$ cat src/rtl/scm_consts.svh
`ifndef SCM_CONSTS_SVH
`define SCM_CONSTS_SVH
`define SCM_CLK_HZ 20000000
`define SCM_RECONF_MS 100
`define SCM_INIT_CYCLES 16
`define SCM_CFG_WORDS 64
`define SCM_FIFO_DEPTH 4
`define SCM_SCHEME_MEM 2'h0
`define SCM_SCHEME_SER 2'h1
`define SCM_SCHEME_ASYNC 2'h2
`endif

$ cat src/rtl/scm_pkg.sv
package scm_pkg;
    typedef enum logic [1:0] {SCM_MEM, SCM_SER, SCM_ASYNC, SCM_BAD} scm_scheme_e;
    typedef enum {SCM_IDLE, SCM_LOAD, SCM_INIT, SCM_USER} scm_state_e;
endpackage

$ cat src/rtl/scm_fifo.sv
`timescale 1ns/1ps
module scm_fifo #(
    parameter int WIDTH = 8,
    parameter int DEPTH = 4
) (
    input wire logic clock,
    input wire logic nrst,
    input wire logic in_valid,
    output logic in_ready,
    input wire logic [WIDTH-1:0] in_data,
    output logic out_valid,
    input wire logic out_ready,
    output logic [WIDTH-1:0] out_data
);
    localparam int AW = $clog2(DEPTH);
    logic [WIDTH-1:0] mem [DEPTH];
    logic [AW-1:0] wp, rp, next_wp, next_rp;
    logic [AW:0] cnt, next_cnt;
    logic push, pop;

    initial
    begin
        if (DEPTH < 2 || (DEPTH & (DEPTH - 1)) != 0)
            $error("scm_fifo depth must be a power of two of at least two");
    end

    assign in_ready = cnt != (AW+1)'(DEPTH);
    assign out_valid = cnt != '0;
    assign out_data = mem[rp];
    assign push = in_valid && in_ready;
    assign pop = out_valid && out_ready;

    always_comb
    begin
        next_wp = push ? wp + 1'b1 : wp;
        next_rp = pop ? rp + 1'b1 : rp;
        next_cnt = cnt + (AW+1)'(push) - (AW+1)'(pop);
    end

    always_ff @(posedge clock or negedge nrst)
    begin
        if (!nrst)
        begin
            wp <= '0;
            rp <= '0;
            cnt <= '0;
        end
        else
        begin
            wp <= next_wp;
            rp <= next_rp;
            cnt <= next_cnt;
        end
    end

    always_ff @(posedge clock)
    begin
        if (push)
            mem[wp] <= in_data;
    end
endmodule

$ cat src/rtl/scm_top.sv
`timescale 1ns/1ps
`include "scm_consts.svh"
module scm_top #(
    parameter int WIDTH = 8,
    parameter int CFG_WORDS = `SCM_CFG_WORDS,
    parameter int INIT_CYCLES = `SCM_INIT_CYCLES,
    parameter int RECONF_LIMIT = (`SCM_CLK_HZ / 1000) * `SCM_RECONF_MS,
    parameter int USER_PINS = 8
) (
    input wire logic clock,
    input wire logic nrst,
    input wire logic [1:0] scheme_sel,
    input wire logic reconfig_n,
    input wire logic chain_config_enable_in_n,
    input wire logic cfg_valid,
    output logic cfg_ready,
    input wire logic [WIDTH-1:0] cfg_data,
    output logic chain_config_enable_out_n,
    output logic user_mode,
    output logic init_active,
    output logic reg_reset,
    output logic scheme_error,
    output logic reconf_timeout,
    output logic [USER_PINS-1:0] io_oe,
    output logic [WIDTH-1:0] cfg_checksum
);
    import scm_pkg::*;

    initial
    begin
        if (CFG_WORDS < 1 || INIT_CYCLES < 1 || RECONF_LIMIT < 1 || WIDTH < 1)
            $error("scm_top parameters out of range");
    end

    // Pins and the other chain device are asynchronous to clock.
    logic [2:0] sync1, sync2;
    logic [1:0] sch1, sch2;
    always_ff @(posedge clock or negedge nrst)
    begin
        if (!nrst)
        begin
            sync1 <= 3'h7;
            sync2 <= 3'h7;
            sch1 <= 2'h0;
            sch2 <= 2'h0;
        end
        else
        begin
            sync1 <= {reconfig_n, chain_config_enable_in_n, 1'b1};
            sync2 <= sync1;
            sch1 <= scheme_sel;
            sch2 <= sch1;
        end
    end
    logic reconf_req, chain_en;
    assign reconf_req = !sync2[2];
    assign chain_en = !sync2[1];

    logic f_valid, f_ready, f_in_ready;
    logic [WIDTH-1:0] f_data;
    scm_state_e state, next_state;

    scm_fifo #(.WIDTH(WIDTH), .DEPTH(`SCM_FIFO_DEPTH)) u_fifo (
        .clock(clock),
        .nrst(nrst),
        .in_valid(cfg_valid && state == SCM_LOAD),
        .in_ready(f_in_ready),
        .in_data(cfg_data),
        .out_valid(f_valid),
        .out_ready(f_ready),
        .out_data(f_data)
    );

    logic [31:0] words, next_words, init_cnt, next_init_cnt, rc_cnt, next_rc_cnt;
    logic rc_active, next_rc_active;
    logic [1:0] scheme, next_scheme;
    logic next_cfg_ready, next_ceo_n, next_user, next_init, next_rst, next_err, next_tmo;
    logic [USER_PINS-1:0] next_oe;
    logic [WIDTH-1:0] next_sum;
    logic scheme_ok;

    // A scheme is latched at the start of each load and held through it.
    assign scheme_ok = sch2 == `SCM_SCHEME_MEM || sch2 == `SCM_SCHEME_SER
                       || sch2 == `SCM_SCHEME_ASYNC;
    assign f_ready = state == SCM_LOAD;

    always_comb
    begin
        next_state = state;
        next_words = words;
        next_init_cnt = init_cnt;
        next_scheme = scheme;
        next_sum = cfg_checksum;
        next_err = scheme_error;
        next_rc_active = rc_active;
        next_rc_cnt = rc_cnt;
        next_tmo = reconf_timeout;
        case (state)
            SCM_IDLE:
            begin
                // Waiting for enable lets an external source start the load unaided.
                if (chain_en && !reconf_req)
                begin
                    if (scheme_ok)
                    begin
                        next_state = SCM_LOAD;
                        next_scheme = sch2;
                        next_words = '0;
                        next_sum = '0;
                        next_err = 1'b0;
                    end
                    else
                        next_err = 1'b1;
                end
            end
            SCM_LOAD:
            begin
                if (reconf_req || !chain_en)
                    next_state = SCM_IDLE;
                else if (f_valid)
                begin
                    next_sum = cfg_checksum ^ f_data;
                    next_words = words + 32'h1;
                    if (words == 32'(CFG_WORDS - 1))
                    begin
                        next_state = SCM_INIT;
                        next_init_cnt = '0;
                    end
                end
            end
            SCM_INIT:
            begin
                if (reconf_req)
                    next_state = SCM_IDLE;
                else if (init_cnt == 32'(INIT_CYCLES - 1))
                    next_state = SCM_USER;
                else
                    next_init_cnt = init_cnt + 32'h1;
            end
            SCM_USER:
            begin
                if (reconf_req)
                begin
                    next_state = SCM_IDLE;
                    next_rc_active = 1'b1;
                    next_rc_cnt = '0;
                    next_tmo = 1'b0;
                end
            end
            default: next_state = SCM_IDLE;
        endcase
        // Count the reconfiguration from forcing command mode to user mode.
        if (rc_active)
        begin
            if (next_state == SCM_USER)
                next_rc_active = 1'b0;
            else if (rc_cnt == 32'(RECONF_LIMIT - 1))
            begin
                next_tmo = 1'b1;
                next_rc_active = 1'b0;
            end
            else
                next_rc_cnt = rc_cnt + 32'h1;
        end
        next_cfg_ready = next_state == SCM_LOAD && f_in_ready;
        next_user = next_state == SCM_USER;
        next_init = next_state == SCM_INIT;
        next_rst = next_state != SCM_USER;
        next_oe = next_state == SCM_USER ? '1 : '0;
        next_ceo_n = !(next_state == SCM_INIT || next_state == SCM_USER);
    end

    always_ff @(posedge clock or negedge nrst)
    begin
        if (!nrst)
        begin
            state <= SCM_IDLE;
            words <= '0;
            init_cnt <= '0;
            scheme <= `SCM_SCHEME_MEM;
            cfg_checksum <= '0;
            scheme_error <= 1'b0;
            rc_active <= 1'b0;
            rc_cnt <= '0;
            reconf_timeout <= 1'b0;
            cfg_ready <= 1'b0;
            user_mode <= 1'b0;
            init_active <= 1'b0;
            reg_reset <= 1'b1;
            io_oe <= '0;
            chain_config_enable_out_n <= 1'b1;
        end
        else
        begin
            state <= next_state;
            words <= next_words;
            init_cnt <= next_init_cnt;
            scheme <= next_scheme;
            cfg_checksum <= next_sum;
            scheme_error <= next_err;
            rc_active <= next_rc_active;
            rc_cnt <= next_rc_cnt;
            reconf_timeout <= next_tmo;
            cfg_ready <= next_cfg_ready;
            user_mode <= next_user;
            init_active <= next_init;
            reg_reset <= next_rst;
            io_oe <= next_oe;
            chain_config_enable_out_n <= next_ceo_n;
        end
    end
endmodule

$ cat config.mk
export PLATFORM = sky130hd
export DESIGN_NAME = scm_top
export DESIGN_NICKNAME = d
export VERILOG_FILES = /design/src/rtl/scm_pkg.sv /design/src/rtl/scm_fifo.sv /design/src/rtl/scm_top.sv
export VERILOG_INCLUDE_DIRS = /design/src /design/src/rtl
export SDC_FILE = /design/constraint.sdc
export NUM_CORES = 1
export LEC_CHECK = 0
export ABC_CLOCK_PERIOD_IN_PS = 4600
export BUFFER_PORTS_ARGS = -buffer_cell sky130_fd_sc_hd__buf_2
export CAP_MARGIN = 20
export CELL_PAD_IN_SITES_DETAIL_PLACEMENT = 1
export CELL_PAD_IN_SITES_GLOBAL_PLACEMENT = 1
export CORE_MARGIN = 2
export CORE_UTILIZATION = 53
export DETAILED_ROUTE_END_ITERATION = 7
export MAX_ROUTING_LAYER = met4
export PLACE_DENSITY = 0.82
export SETUP_SLACK_MARGIN = 0.5
export SYNTH_ARGS = -nofsm -noshare
export SYNTH_HDL_FRONTEND = slang
export SYNTH_HIERARCHICAL = 1
export SYNTH_SLANG_ARGS = --single-unit
$ cat constraint.sdc
create_clock -name clock -period 4.6 [get_ports clock]
set_clock_uncertainty 0.15 [all_clocks]
set_input_delay 1.15 -clock clock [delete_from_list [all_inputs] [get_ports clock]]
set_output_delay 1.15 -clock clock [all_outputs]
set_load 0.03 [all_outputs]
==> impl_metrics.yaml, run 1 <==
run_status:
  status: "completed"
drt:
  drtIter0Drc: 484
  firstDrtPassIters: 6
  wl_per_cell_um: 21.52
  via_count: 7078
  final_antenna_net_count: 0
  wirelength_mm: 24.10
  drcViolationCount: 0
  viasPerCell: 6.320
logic_synthesis:
  syn_avg_cell_area_sq_um: 10.77
  syn-instance-count: 836
  async_flop_share_pct: 83.25
  ys_warn_count: 6
  synth_area_sq_mm: 0.009002
  synthFlopType: "dfrtp_1"
  synth-edff-count: 32
  synth-seq-area-share_pct: 54.95
  synth-seq-cells: 191
  synth_cell_types: 61
job:
  cap_violations: 0
floorplanning:
  io_pins: 38
  rows: 47
  coreArea_sq_mm: 0.01658
  initial_core_util_pct: 54.29
  die_x_um: 134.3
  die_h_um: 134.3
  dieArea_sq_mm: 0.01804
timing:
  relSlewSlack_pct: 32.66
  setup-violations-final: 0
  tightest_slew_ns: 1.010
  drv_slew: 0
  min_period_over_period_pct: 81.92
  fmax_mhz: 265.4
  setup_tns_ns: 0
  hold_viol_final: 0
  finalCriticalPeriod_ns: 3.768
  grt_setup_unrepaired: "no"
clock_network:
  clockBufferDepth: 2
  cts.sinks: 191
  clockRootBuffer: "clkbuf_16"
  hold_buffers: 0
  post_cts_buffers: 0
  cts_resized: 0
  insertion_delay_ns: 0.45
  cts_tree: "yes"
  h-tree-depth: 4
  path_clk_slew_ns: 0.07
  cts_buffers: 17
power_and_ir_drop:
  power_density_mw_per_mm2: 327.7
  p_leak_nw: 4.321
  peakVddDrop_uv: 325.0
placement:
  place_inst: 1088
  dp_hpwl_mm: 15.27
  portBuffers: 37
  gp_congestion: 0.8801
final_layout:
  finalNetCount: 912
  fin_cells: 1120
  diodes: 0
  drive_gt1_share_pct: 12.56
  syn2layout_area_growth_pct: 11.90
critical_path:
  crit_required_ns: 4.80
  worstPathArrival_ns: 3.97
  cp-end-kind: "flop"
  criticalPathCategory: "reg2reg"
  path_max_fanout: 9
  start_kind: "flop"
global_routing:
  grt_pass1_vias: 7526
  grt_pass1_wl_mm: 39.69
  grt_max_degree: 91
  antenna_found_initial: 0
  grt_remaining_overflow: 0
  grt.total_usage_pct: 29.24
worst_hold_path:
  hold_path.class: "reg2reg"
-- cell type report --
type                            instances  area, sq um
Inverter                               20        75.07
Sequential cell                       191         4947
Tap cell                              220        275.3
Clock inverter                         12        142.6
Timing Repair Buffer                   49        291.5
Clock buffer                           20        466.7
Multi-Input combinational cell        608         3875
Fill cell                            1803         6510
-- metal layers --
| metal | vias up | part of all wire (%) | wire, um | global-route usage (%) |
|---|---|---|---|---|
| met5 | - | 0 | 0 | - |
| met4 | 0 | 3.1 | 737 | 11.23 |
| met3 | 59 | 3.2 | 767 | 4.875 |
| met2 | 158 | 53 | 12740 | 49.69 |
| met1 | 3686 | 41 | 9848 | 35.13 |
| li1 | 3175 | - | - | - |
-- metrics by stage --
step	hold slack [ns]	worst slack [ns]	instance area, sq um	total power, mW	utilization, %
final	0.2161	0.8316	10070	3.301	60.74
after detailed placement	0.1870	0.9840	9464	1.829	57.07
after floorplan	0.1812	1.665	9111	1.784	-
after global placement	0.1888	1.401	9459	1.825	57.04
after global routing	0.2226	0.5823	10070	3.394	60.74
after CTS	0.2091	0.8315	10070	3.326	60.74
-- worst max-delay path: stages (launching register included) --
cell and delay [ns]:
dfrtp_1 0.39, nor4_2 0.30, nand4_2 0.27, nor4_1 0.59
and2_1 0.38, nand2b_1 0.12, ha_1 0.31, inv_1 0.07
ha_1 0.14, inv_1 0.06, fa_1 0.42, xnor2_1 0.29
xnor2_1 0.18
-- cells by family after synthesis --
group | after synthesis | synth area share (%)
mux | 12 | 2.446
buf+inv | 66 | 3.266
compound gates | 133 | 9.201
xor+xnor | 47 | 4.573
simple gates | 376 | 24.04
fa+ha+maj | 10 | 1.473
other cells | 1 | 0.04166
flops | 191 | 54.95
-- cell usage after synthesis (4+ instances only) --
| cell type | number | area, sq um |
|---|---|---|
| nor4_1 | 32 | 200.2 |
| and3_1 | 20 | 125.1 |
| edfxtp_1 | 32 | 960.9 |
| nand3_1 | 61 | 305.3 |
| o21ai_0 | 40 | 200.2 |
| clkbuf_1 | 32 | 120.1 |
| a21oi_1 | 39 | 195.2 |
| ha_1 | 9 | 112.6 |
| o31ai_1 | 13 | 97.59 |
| o211ai_1 | 6 | 45.04 |
| mux2i_1 | 4 | 40.04 |
| dfrtp_1 | 153 | 3829 |
| xnor2_1 | 21 | 183.9 |
| a211o_1 | 6 | 52.55 |
| dfstp_2 | 6 | 157.7 |
| xor2_1 | 26 | 227.7 |
| inv_1 | 20 | 75.07 |
| nor4_2 | 7 | 87.58 |
| mux4_2 | 8 | 180.2 |
| or4_1 | 17 | 127.6 |
| and3b_1 | 4 | 35.03 |
| nand2_1 | 47 | 176.4 |
| buf_4 | 8 | 60.06 |
| nor2_1 | 51 | 191.4 |
| and4_1 | 11 | 96.34 |
| nand4_1 | 37 | 231.5 |
| or3_1 | 31 | 193.9 |
| a21o_1 | 9 | 67.56 |
| and2_1 | 11 | 68.82 |
| nand2b_1 | 5 | 31.28 |
| nor3_1 | 22 | 110.1 |
-- report_power, final --
group | internal [mW] | switching (mW)
registers | 1.74 | 0.00928
logic | 0.00926 | 0.0418
clock network | 0.772 | 0.733
-- sequential cells by signal, indices dropped and copies added (netlist names) --
signal and flops:
sync1 2, init_active 1, init_cnt 32, u_fifo/wp 2
u_fifo/cnt 3, u_fifo/mem 32, io_oe 1, reconf_timeout 1
scheme_error 1, rc_active 1, chain_config_enable_out_n 1, rc_cnt 32
cfg_ready 1, cfg_checksum 8, state 32, sch1 2
u_fifo/rp 2, words 32, sch2 2, sync2 2
reg_reset 1
-- placed cells by master (no fill, tap or decap), types with 6 or more instances in the layout --
master	instances
o211ai_1	6
edfxtp_1	32
nand3_1	61
conb_1	30
a21o_1	9
o31ai_1	13
and4_1	11
xor2_1	26
dfstp_2	6
buf_2	37
dfrtp_1	153
nand2_1	47
a21oi_1	39
nor3_1	21
and3_1	20
o21ai_0	40
mux4_2	8
or3_1	31
xnor2_1	21
nand4_1	37
ha_1	9
or4_1	17
buf_4	10
nor4_2	7
and2_1	11
nor4_1	32
clkbuf_16	17
a211o_1	6
nor2_1	51
inv_1	20
-- worst paths after layout --
| path | startpoint | endpoint | slack, ns | cells past startpoint |
|---|---|---|---|---|
| min in group asynchronous | nrst | rc_cnt[30]$_DFF_PN0_ | 0.62 | 1 |
| max in group asynchronous | nrst | sync2[1]$_DFF_PN1_ | 2.76 | 2 |
| setup reg to reg | state[20]$_DFF_PN0_ | u_fifo/cnt[2]$_DFF_PN0_ | 0.83 | 12 |
| setup / recovery | state[20]$_DFF_PN0_ | u_fifo/cnt[2]$_DFF_PN0_ | 0.83 | 12 |
| hold reg to reg | sch1[0]$_DFF_PN0_ | sch2[0]$_DFF_PN0_ | 0.22 | 0 |
| hold / removal | sch1[0]$_DFF_PN0_ | sch2[0]$_DFF_PN0_ | 0.22 | 0 |
No activity file was read; power rests on OpenSTA's default activity.
==> inputs of run 2 (changes only) <==
- ABC_CLOCK_PERIOD_IN_PS: 4600 -> 3600
- CORE_UTILIZATION: 53 -> 50
- PLACE_DENSITY: 0.82 -> 0.78
- clock period: 4.6 -> 3.6 ns (I/O delays scaled with it)
==> run 2 against run 1 <==
Effect of this change:
- fmax is 23% higher
- critical endpoint unchanged
- routed wire length is 2.7% lower
- clock power is 32% higher
- highest routed layer unchanged
- global-route usage is 3.6 points lower
- die area is 5.8% higher
- non-clock buffer count is 17 higher
==> impl_metrics.yaml, run 2 (same netlist as run 1, synthesis figures left out) <==
critical_path:
  path_max_fanout: 9
  r2r_slack_ns: 0.53
  start_kind: "flop"
  critical_path.top_delay_family: "simple AND/OR/NAND/NOR gates"
  cp-end-kind: "flop"
  worst_path_max_delay_cell: "dfrtp_1"
  criticalPathCategory: "reg2reg"
  crit_required_ns: 3.77
  slowest_delay_ns: 0.41
  critical_path_buf_inv_count: 2
  path_cells: "nor4_4 > nand4_4 > nor4_4 > and2_4 > nand2b_1 > ha_1 > inv_1 > ha_1 > inv_1 > fa_1 > xnor2_1 > xnor2_1"
  worstPathArrival_ns: 3.24
drt:
  wl_per_cell_um: 20.47
  drtIter0Drc: 399
  via_count: 7006
  drcViolationCount: 0
  viasPerCell: 6.113
  wirelength_mm: 23.45
  final_antenna_net_count: 0
  firstDrtPassIters: 5
final_layout:
  multi_input_comb_area_sq_mm: 0.003964
  syn2layout_area_growth_pct: 14.64
  mostFrequentLayoutCells: "dfrtp_1 (151), nand3_1 (61), nor2_1 (51), nand2_1 (47), o21ai_0 (40)"
  n_fill_cell: 1921
  diodes: 0
  finalNetCount: 929
  drive_gt1_share_pct: 14.83
  final_common_cell: "dfrtp_1"
  regArea_sq_mm: 0.004950
floorplanning:
  coreArea_sq_mm: 0.01784
  rows: 49
  die_x_um: 138.2
  io_pins: 38
  initial_core_util_pct: 50.46
  dieArea_sq_mm: 0.01909
  die_h_um: 138.2
placement:
  dp_worst_setup_slack_ns: 0.04001
  portBuffers: 37
  gp_congestion: 0.7914
  dp_hpwl_mm: 15.42
run_status:
  status: "completed"
power_and_ir_drop:
  power_density_mw_per_mm2: 416.6
  p_leak_nw: 4.415
  peakVddDrop_uv: 374.7
global_routing:
  grt_pass1_wl_mm: 38.25
  grt.total_usage_pct: 25.61
  antenna_found_initial: 0
  grt_remaining_overflow: 0
  grt_max_degree: 78
  grt_pass1_vias: 7437
clock_network:
  cts_buffers: 17
  insertion_delay_ns: 0.44
  cts_tree: "yes"
  hold_buffers: 0
  cts.sinks: 191
  clockRootBuffer: "clkbuf_16"
  clockBufferDepth: 2
  h-tree-depth: 4
  path_clk_slew_ns: 0.07
timing:
  relSlewSlack_pct: 41.65
  fmax_mhz: 326.0
  grt_setup_unrepaired: "yes"
  drv_slew: 0
  tightest_slew_ns: 0.8753
  finalCriticalPeriod_ns: 3.068
  finalWorstSetupSlack_ns: 0.5321
  min_period_over_period_pct: 85.22
  hold_viol_final: 0
  setup_tns_ns: 0
  setup-violations-final: 0
worst_hold_path:
  hold_path.class: "reg2reg"
job:
  cap_violations: 0
[run 2: cell count changes in the layout (fill, tap and decap cells not counted), sizes merged]
cell    before  now
bufinv       0    2
buf         49   66
inv         26   29
clkbuf      20   18
clkinv       6    3
[run 2: path summary, 6_finish.rpt]
path / start / cells after the start / to
setup / recovery: state[11]$_DFF_PN0_ / 12 / u_fifo/cnt[2]$_DFF_PN0_
hold / removal: sch1[1]$_DFF_PN0_ / 0 / sch2[1]$_DFF_PN0_
setup reg to reg: state[11]$_DFF_PN0_ / 12 / u_fifo/cnt[2]$_DFF_PN0_
hold reg to reg: sch1[1]$_DFF_PN0_ / 0 / sch2[1]$_DFF_PN0_
max in group asynchronous: nrst / 2 / init_cnt[30]$_DFFE_PN0P_
min in group asynchronous: nrst / 1 / rc_cnt[25]$_DFF_PN0_
[run 2: metal layers]
| layer | share of wire (%) | vias up | global-route usage (%) | routed length (um) |
|---|---|---|---|---|
| met1 | 42 | 3672 | 30.35 | 9832 |
| met4 | 0.86 | 0 | 5.263 | 202 |
| met5 | 0 | - | - | 0 |
| li1 | - | 3215 | - | - |
| met3 | 2.9 | 14 | 4.745 | 676 |
| met2 | 54 | 105 | 45.88 | 12740 |
[run 2: report_power, final]
group,leakage (nW),switching [mW],internal [mW]
clock network,0.305,0.930,1.07
registers,2.40,0.0165,2.22
logic,1.71,0.0539,0.0138
[run 2: final cells by class]
cell class	instances	area share [%]
Sequential cell	191	47.96
Multi-Input combinational cell	608	38.41
Timing Repair Buffer	66	4.122
Clock inverter	14	1.843
Clock buffer	18	4.159
Tap cell	229	2.776
Inverter	20	0.7274
[run 2: per-stage QoR]
stage	std cells	area (sq um)	hold WS [ns]	utilization [%]	total power [mW]
after floorplan	865	9111	0.1812	-	2.280
after global routing	1146	10320	0.2104	57.84	4.443
after CTS	1138	10210	0.2051	57.22	4.334
final	1146	10320	0.2021	57.84	4.299
after global placement	1105	9538	0.1885	53.46	2.333
after detailed placement	1105	9538	0.1856	53.46	2.339
[run 2: repair_timing]
item | in CTS | in global routing
endpoints found under the setup margin | 22 | 27
pin swaps | 1 | 6
resized for setup | 7 | 9
buffers inserted | 1 | 8
==> inputs of run 3 (changes only) <==
- ABC_AREA: not set -> 1
- CORE_UTILIZATION: 50 -> 46
==> run 3 against run 2 <==
Effect of this change:
- worst hold slack better by 0.012 ns
- non-clock buffer count down 18
- via count up 41%
- largest power group unchanged
- critical path depth up 3
- routed wire length up 32%
- count of clock-buffer cells in the layout down 1
- critical endpoint unchanged
- total power up 1.4%
- first-iteration DRC count up 47%
- synthesized area up 23%
==> impl_metrics.yaml, run 3 <==
logic_synthesis:
  synth_commonest_cells: "nand2_1 (501), nor2_1 (279), dfrtp_1 (153)"
  synth_cell_types: 36
  synth-edff-count: 32
  async_flop_share_pct: 83.25
  synth_area_sq_mm: 0.01107
  syn-instance-count: 1533
  ys_warn_count: 6
  synth-seq-cells: 191
  synth-seq-area-share_pct: 44.67
  syn_avg_cell_area_sq_um: 7.224
  synthFlopType: "dfrtp_1"
  yosys.area.top_type: "dfrtp_1"
  synth_area_leaders: "dfrtp_1 (35%), nand2_1 (17%), nor2_1 (9.5%)"
  yosysMostFrequentCell: "nand2_1"
  synth_top_area_share_pct: 34.57
critical_path:
  crit_required_ns: 3.79
  slowest_delay_ns: 0.39
  reg2reg_depth: 15
  path_cells: "nor2_1 > nand2_1 > nor2_1 > nand2_2 > inv_2 > nand2_2 > nor2_1 > nand2_2 > ha_1 > inv_1 > ha_1 > inv_1 > fa_1 > nand3_1 > nand2_1"
  start_kind: "flop"
  path_depth: 15
  critical_path_buf_inv_count: 3
  cp-end-kind: "flop"
  critical_path.top_delay_family: "simple AND/OR/NAND/NOR gates"
  worst_path_max_delay_cell: "fa_1"
  cp-startpoint: "state[25]$_DFF_PN0_"
  criticalPathCategory: "reg2reg"
  worstPathArrival_ns: 2.99
  worstReg2RegStart: "state[25]$_DFF_PN0_"
  path_max_fanout: 7
worst_hold_path:
  whs_path_depth: 0
  hold_path.class: "reg2reg"
  min_from: "sync1[1]$_DFF_PN1_"
global_routing:
  antenna_found_initial: 0
  use_met2_pct: 41.82
  grt_busiest_layer: "met2"
  grt_remaining_overflow: 0
  grt.met3_usage_pct: 3.204
  met1_usage_pct: 35.15
  grt.total_usage_pct: 26.11
  grt_pass1_vias: 10385
  grt_pass1_wl_mm: 52.58
  grt_max_degree: 63
power_and_ir_drop:
  seqPwrFrac_pct: 51.0
  p_clk_share_pct: 47.4
  power_density_mw_per_mm2: 357.0
  combPwrFrac_pct: 1.6
  switching_share_pct: 26.10
  p_int_mw: 3.222
  power_switching_mw: 1.138
  p_leak_nw: 5.504
  peakVddDrop_uv: 293.4
drt:
  firstDrtPassIters: 5
  drcViolationCount: 0
  wirelength_mm: 30.99
  via_count: 9887
  viasPerCell: 5.168
  final_antenna_net_count: 0
  drtIter0Drc: 585
  wl_per_cell_um: 16.20
placement:
  dp_worst_setup_slack_ns: 0.8222
  place_inst: 1880
  gp_congestion: 0.9128
  dp_hpwl_mm: 22.17
  portBuffers: 37
timing:
  fmax_mhz: 357.2
  tightest_slew_ns: 0.9808
  setup-violations-final: 0
  hold_viol_final: 0
  grt_setup_unrepaired: "no"
  whs_ns: 0.2136
  setup_tns_ns: 0
  drv_slew: 0
  finalCriticalPeriod_ns: 2.800
  min_period_over_period_pct: 77.78
  relSlewSlack_pct: 34.61
  finalWorstSetupSlack_ns: 0.8001
clock_network:
  clockBufferDepth: 2
  post_cts_buffers: 0
  cts_tree: "yes"
  cts_resized: 0
  insertion_delay_ns: 0.45
  hold_buffers: 0
  clockRootBuffer: "clkbuf_16"
  h-tree-depth: 4
  cts_buffers: 17
  path_clk_slew_ns: 0.08
  cts.sinks: 191
floorplanning:
  rows: 56
  io_pins: 38
  dieArea_sq_mm: 0.02533
  initial_core_util_pct: 47.04
  die_h_um: 159.2
  coreArea_sq_mm: 0.02354
  die_x_um: 159.2
final_layout:
  n_fill_cell: 3108
  syn2layout_area_growth_pct: 10.29
  diodes: 0
  drive_gt1_share_pct: 7.340
  fin_cells: 1913
  regArea_sq_mm: 0.004947
  multi_input_comb_area_sq_mm: 0.005358
  final_util_pct: 51.88
  finalNetCount: 1606
  final_common_cell: "nand2_1"
  mostFrequentLayoutCells: "nand2_1 (501), nor2_1 (279), dfrtp_1 (153), inv_1 (139), nand3_1 (121)"
job:
  cap_violations: 0
run_status:
  status: "completed"
==> run 3: final cells by class <==
type | count | share of cell area, %
repair buffers | 48 | 2.612
multi-input cells | 1180 | 43.86
flip-flops and latches | 191 | 40.50
clock inverters | 15 | 1.854
clock buffers | 17 | 3.483
inverters | 143 | 4.415
well taps | 319 | 3.268
==> run 3: path summary, 6_finish.rpt <==
kind                                                 to  slack, ns
worst min register to register       sync2[1]$_DFF_PN1_       0.21
max in group asynchronous           rc_cnt[6]$_DFF_PN0_       2.22
worst max-delay path            u_fifo/cnt[2]$_DFF_PN0_       0.80
min in group asynchronous          words[1]$_DFFE_PN0P_       0.31
worst max register to register  u_fifo/cnt[2]$_DFF_PN0_       0.80
worst min-delay path                 sync2[1]$_DFF_PN1_       0.21
==> run 3: per-layer routing <==
layer  vias to the layer above  part of all wire, %
met1                      4853                   48
met5                         -                    0
met4                         0                  1.9
met3                        42                  2.6
met2                       124                   48
li1                       4868                    -
==> run 3: power by group through the flow <==
stage                     Combinational (mW)  Sequential, mW  Clock (mW)
after detailed placement              0.0709            2.27           0
after global placement                0.0689            2.27           0
after global routing                  0.0812            2.23        2.19
after floorplan                       0.0119            2.27           0
final                                 0.0687            2.22        2.07
after CTS                             0.0711            2.22        2.11
==> run 3: cell families (layout without fill, tap and decap cells) <==
kind of cell / count (synthesis) / after routing / share of synthesized area (%)
adders and majority gates: 10 / 10 / 1.198
AOI/OAI and AO/OA: 78 / 78 / 3.717
buffers and inverters: 191 / 223 / 7.931
and+or+nand+nor: 996 / 996 / 37.23
other: 1 / 30 / 0.03386
DFF: 191 / 191 / 44.67
xor gates and xnor gates: 66 / 66 / 5.220
==> run 3: through the flow <==
stage	area, sq um	total power [mW]
after floorplan	11180	2.278
after global placement	11530	2.336
after detailed placement	11530	2.340
after CTS	12190	4.408
after global routing	12210	4.495
final	12210	4.361
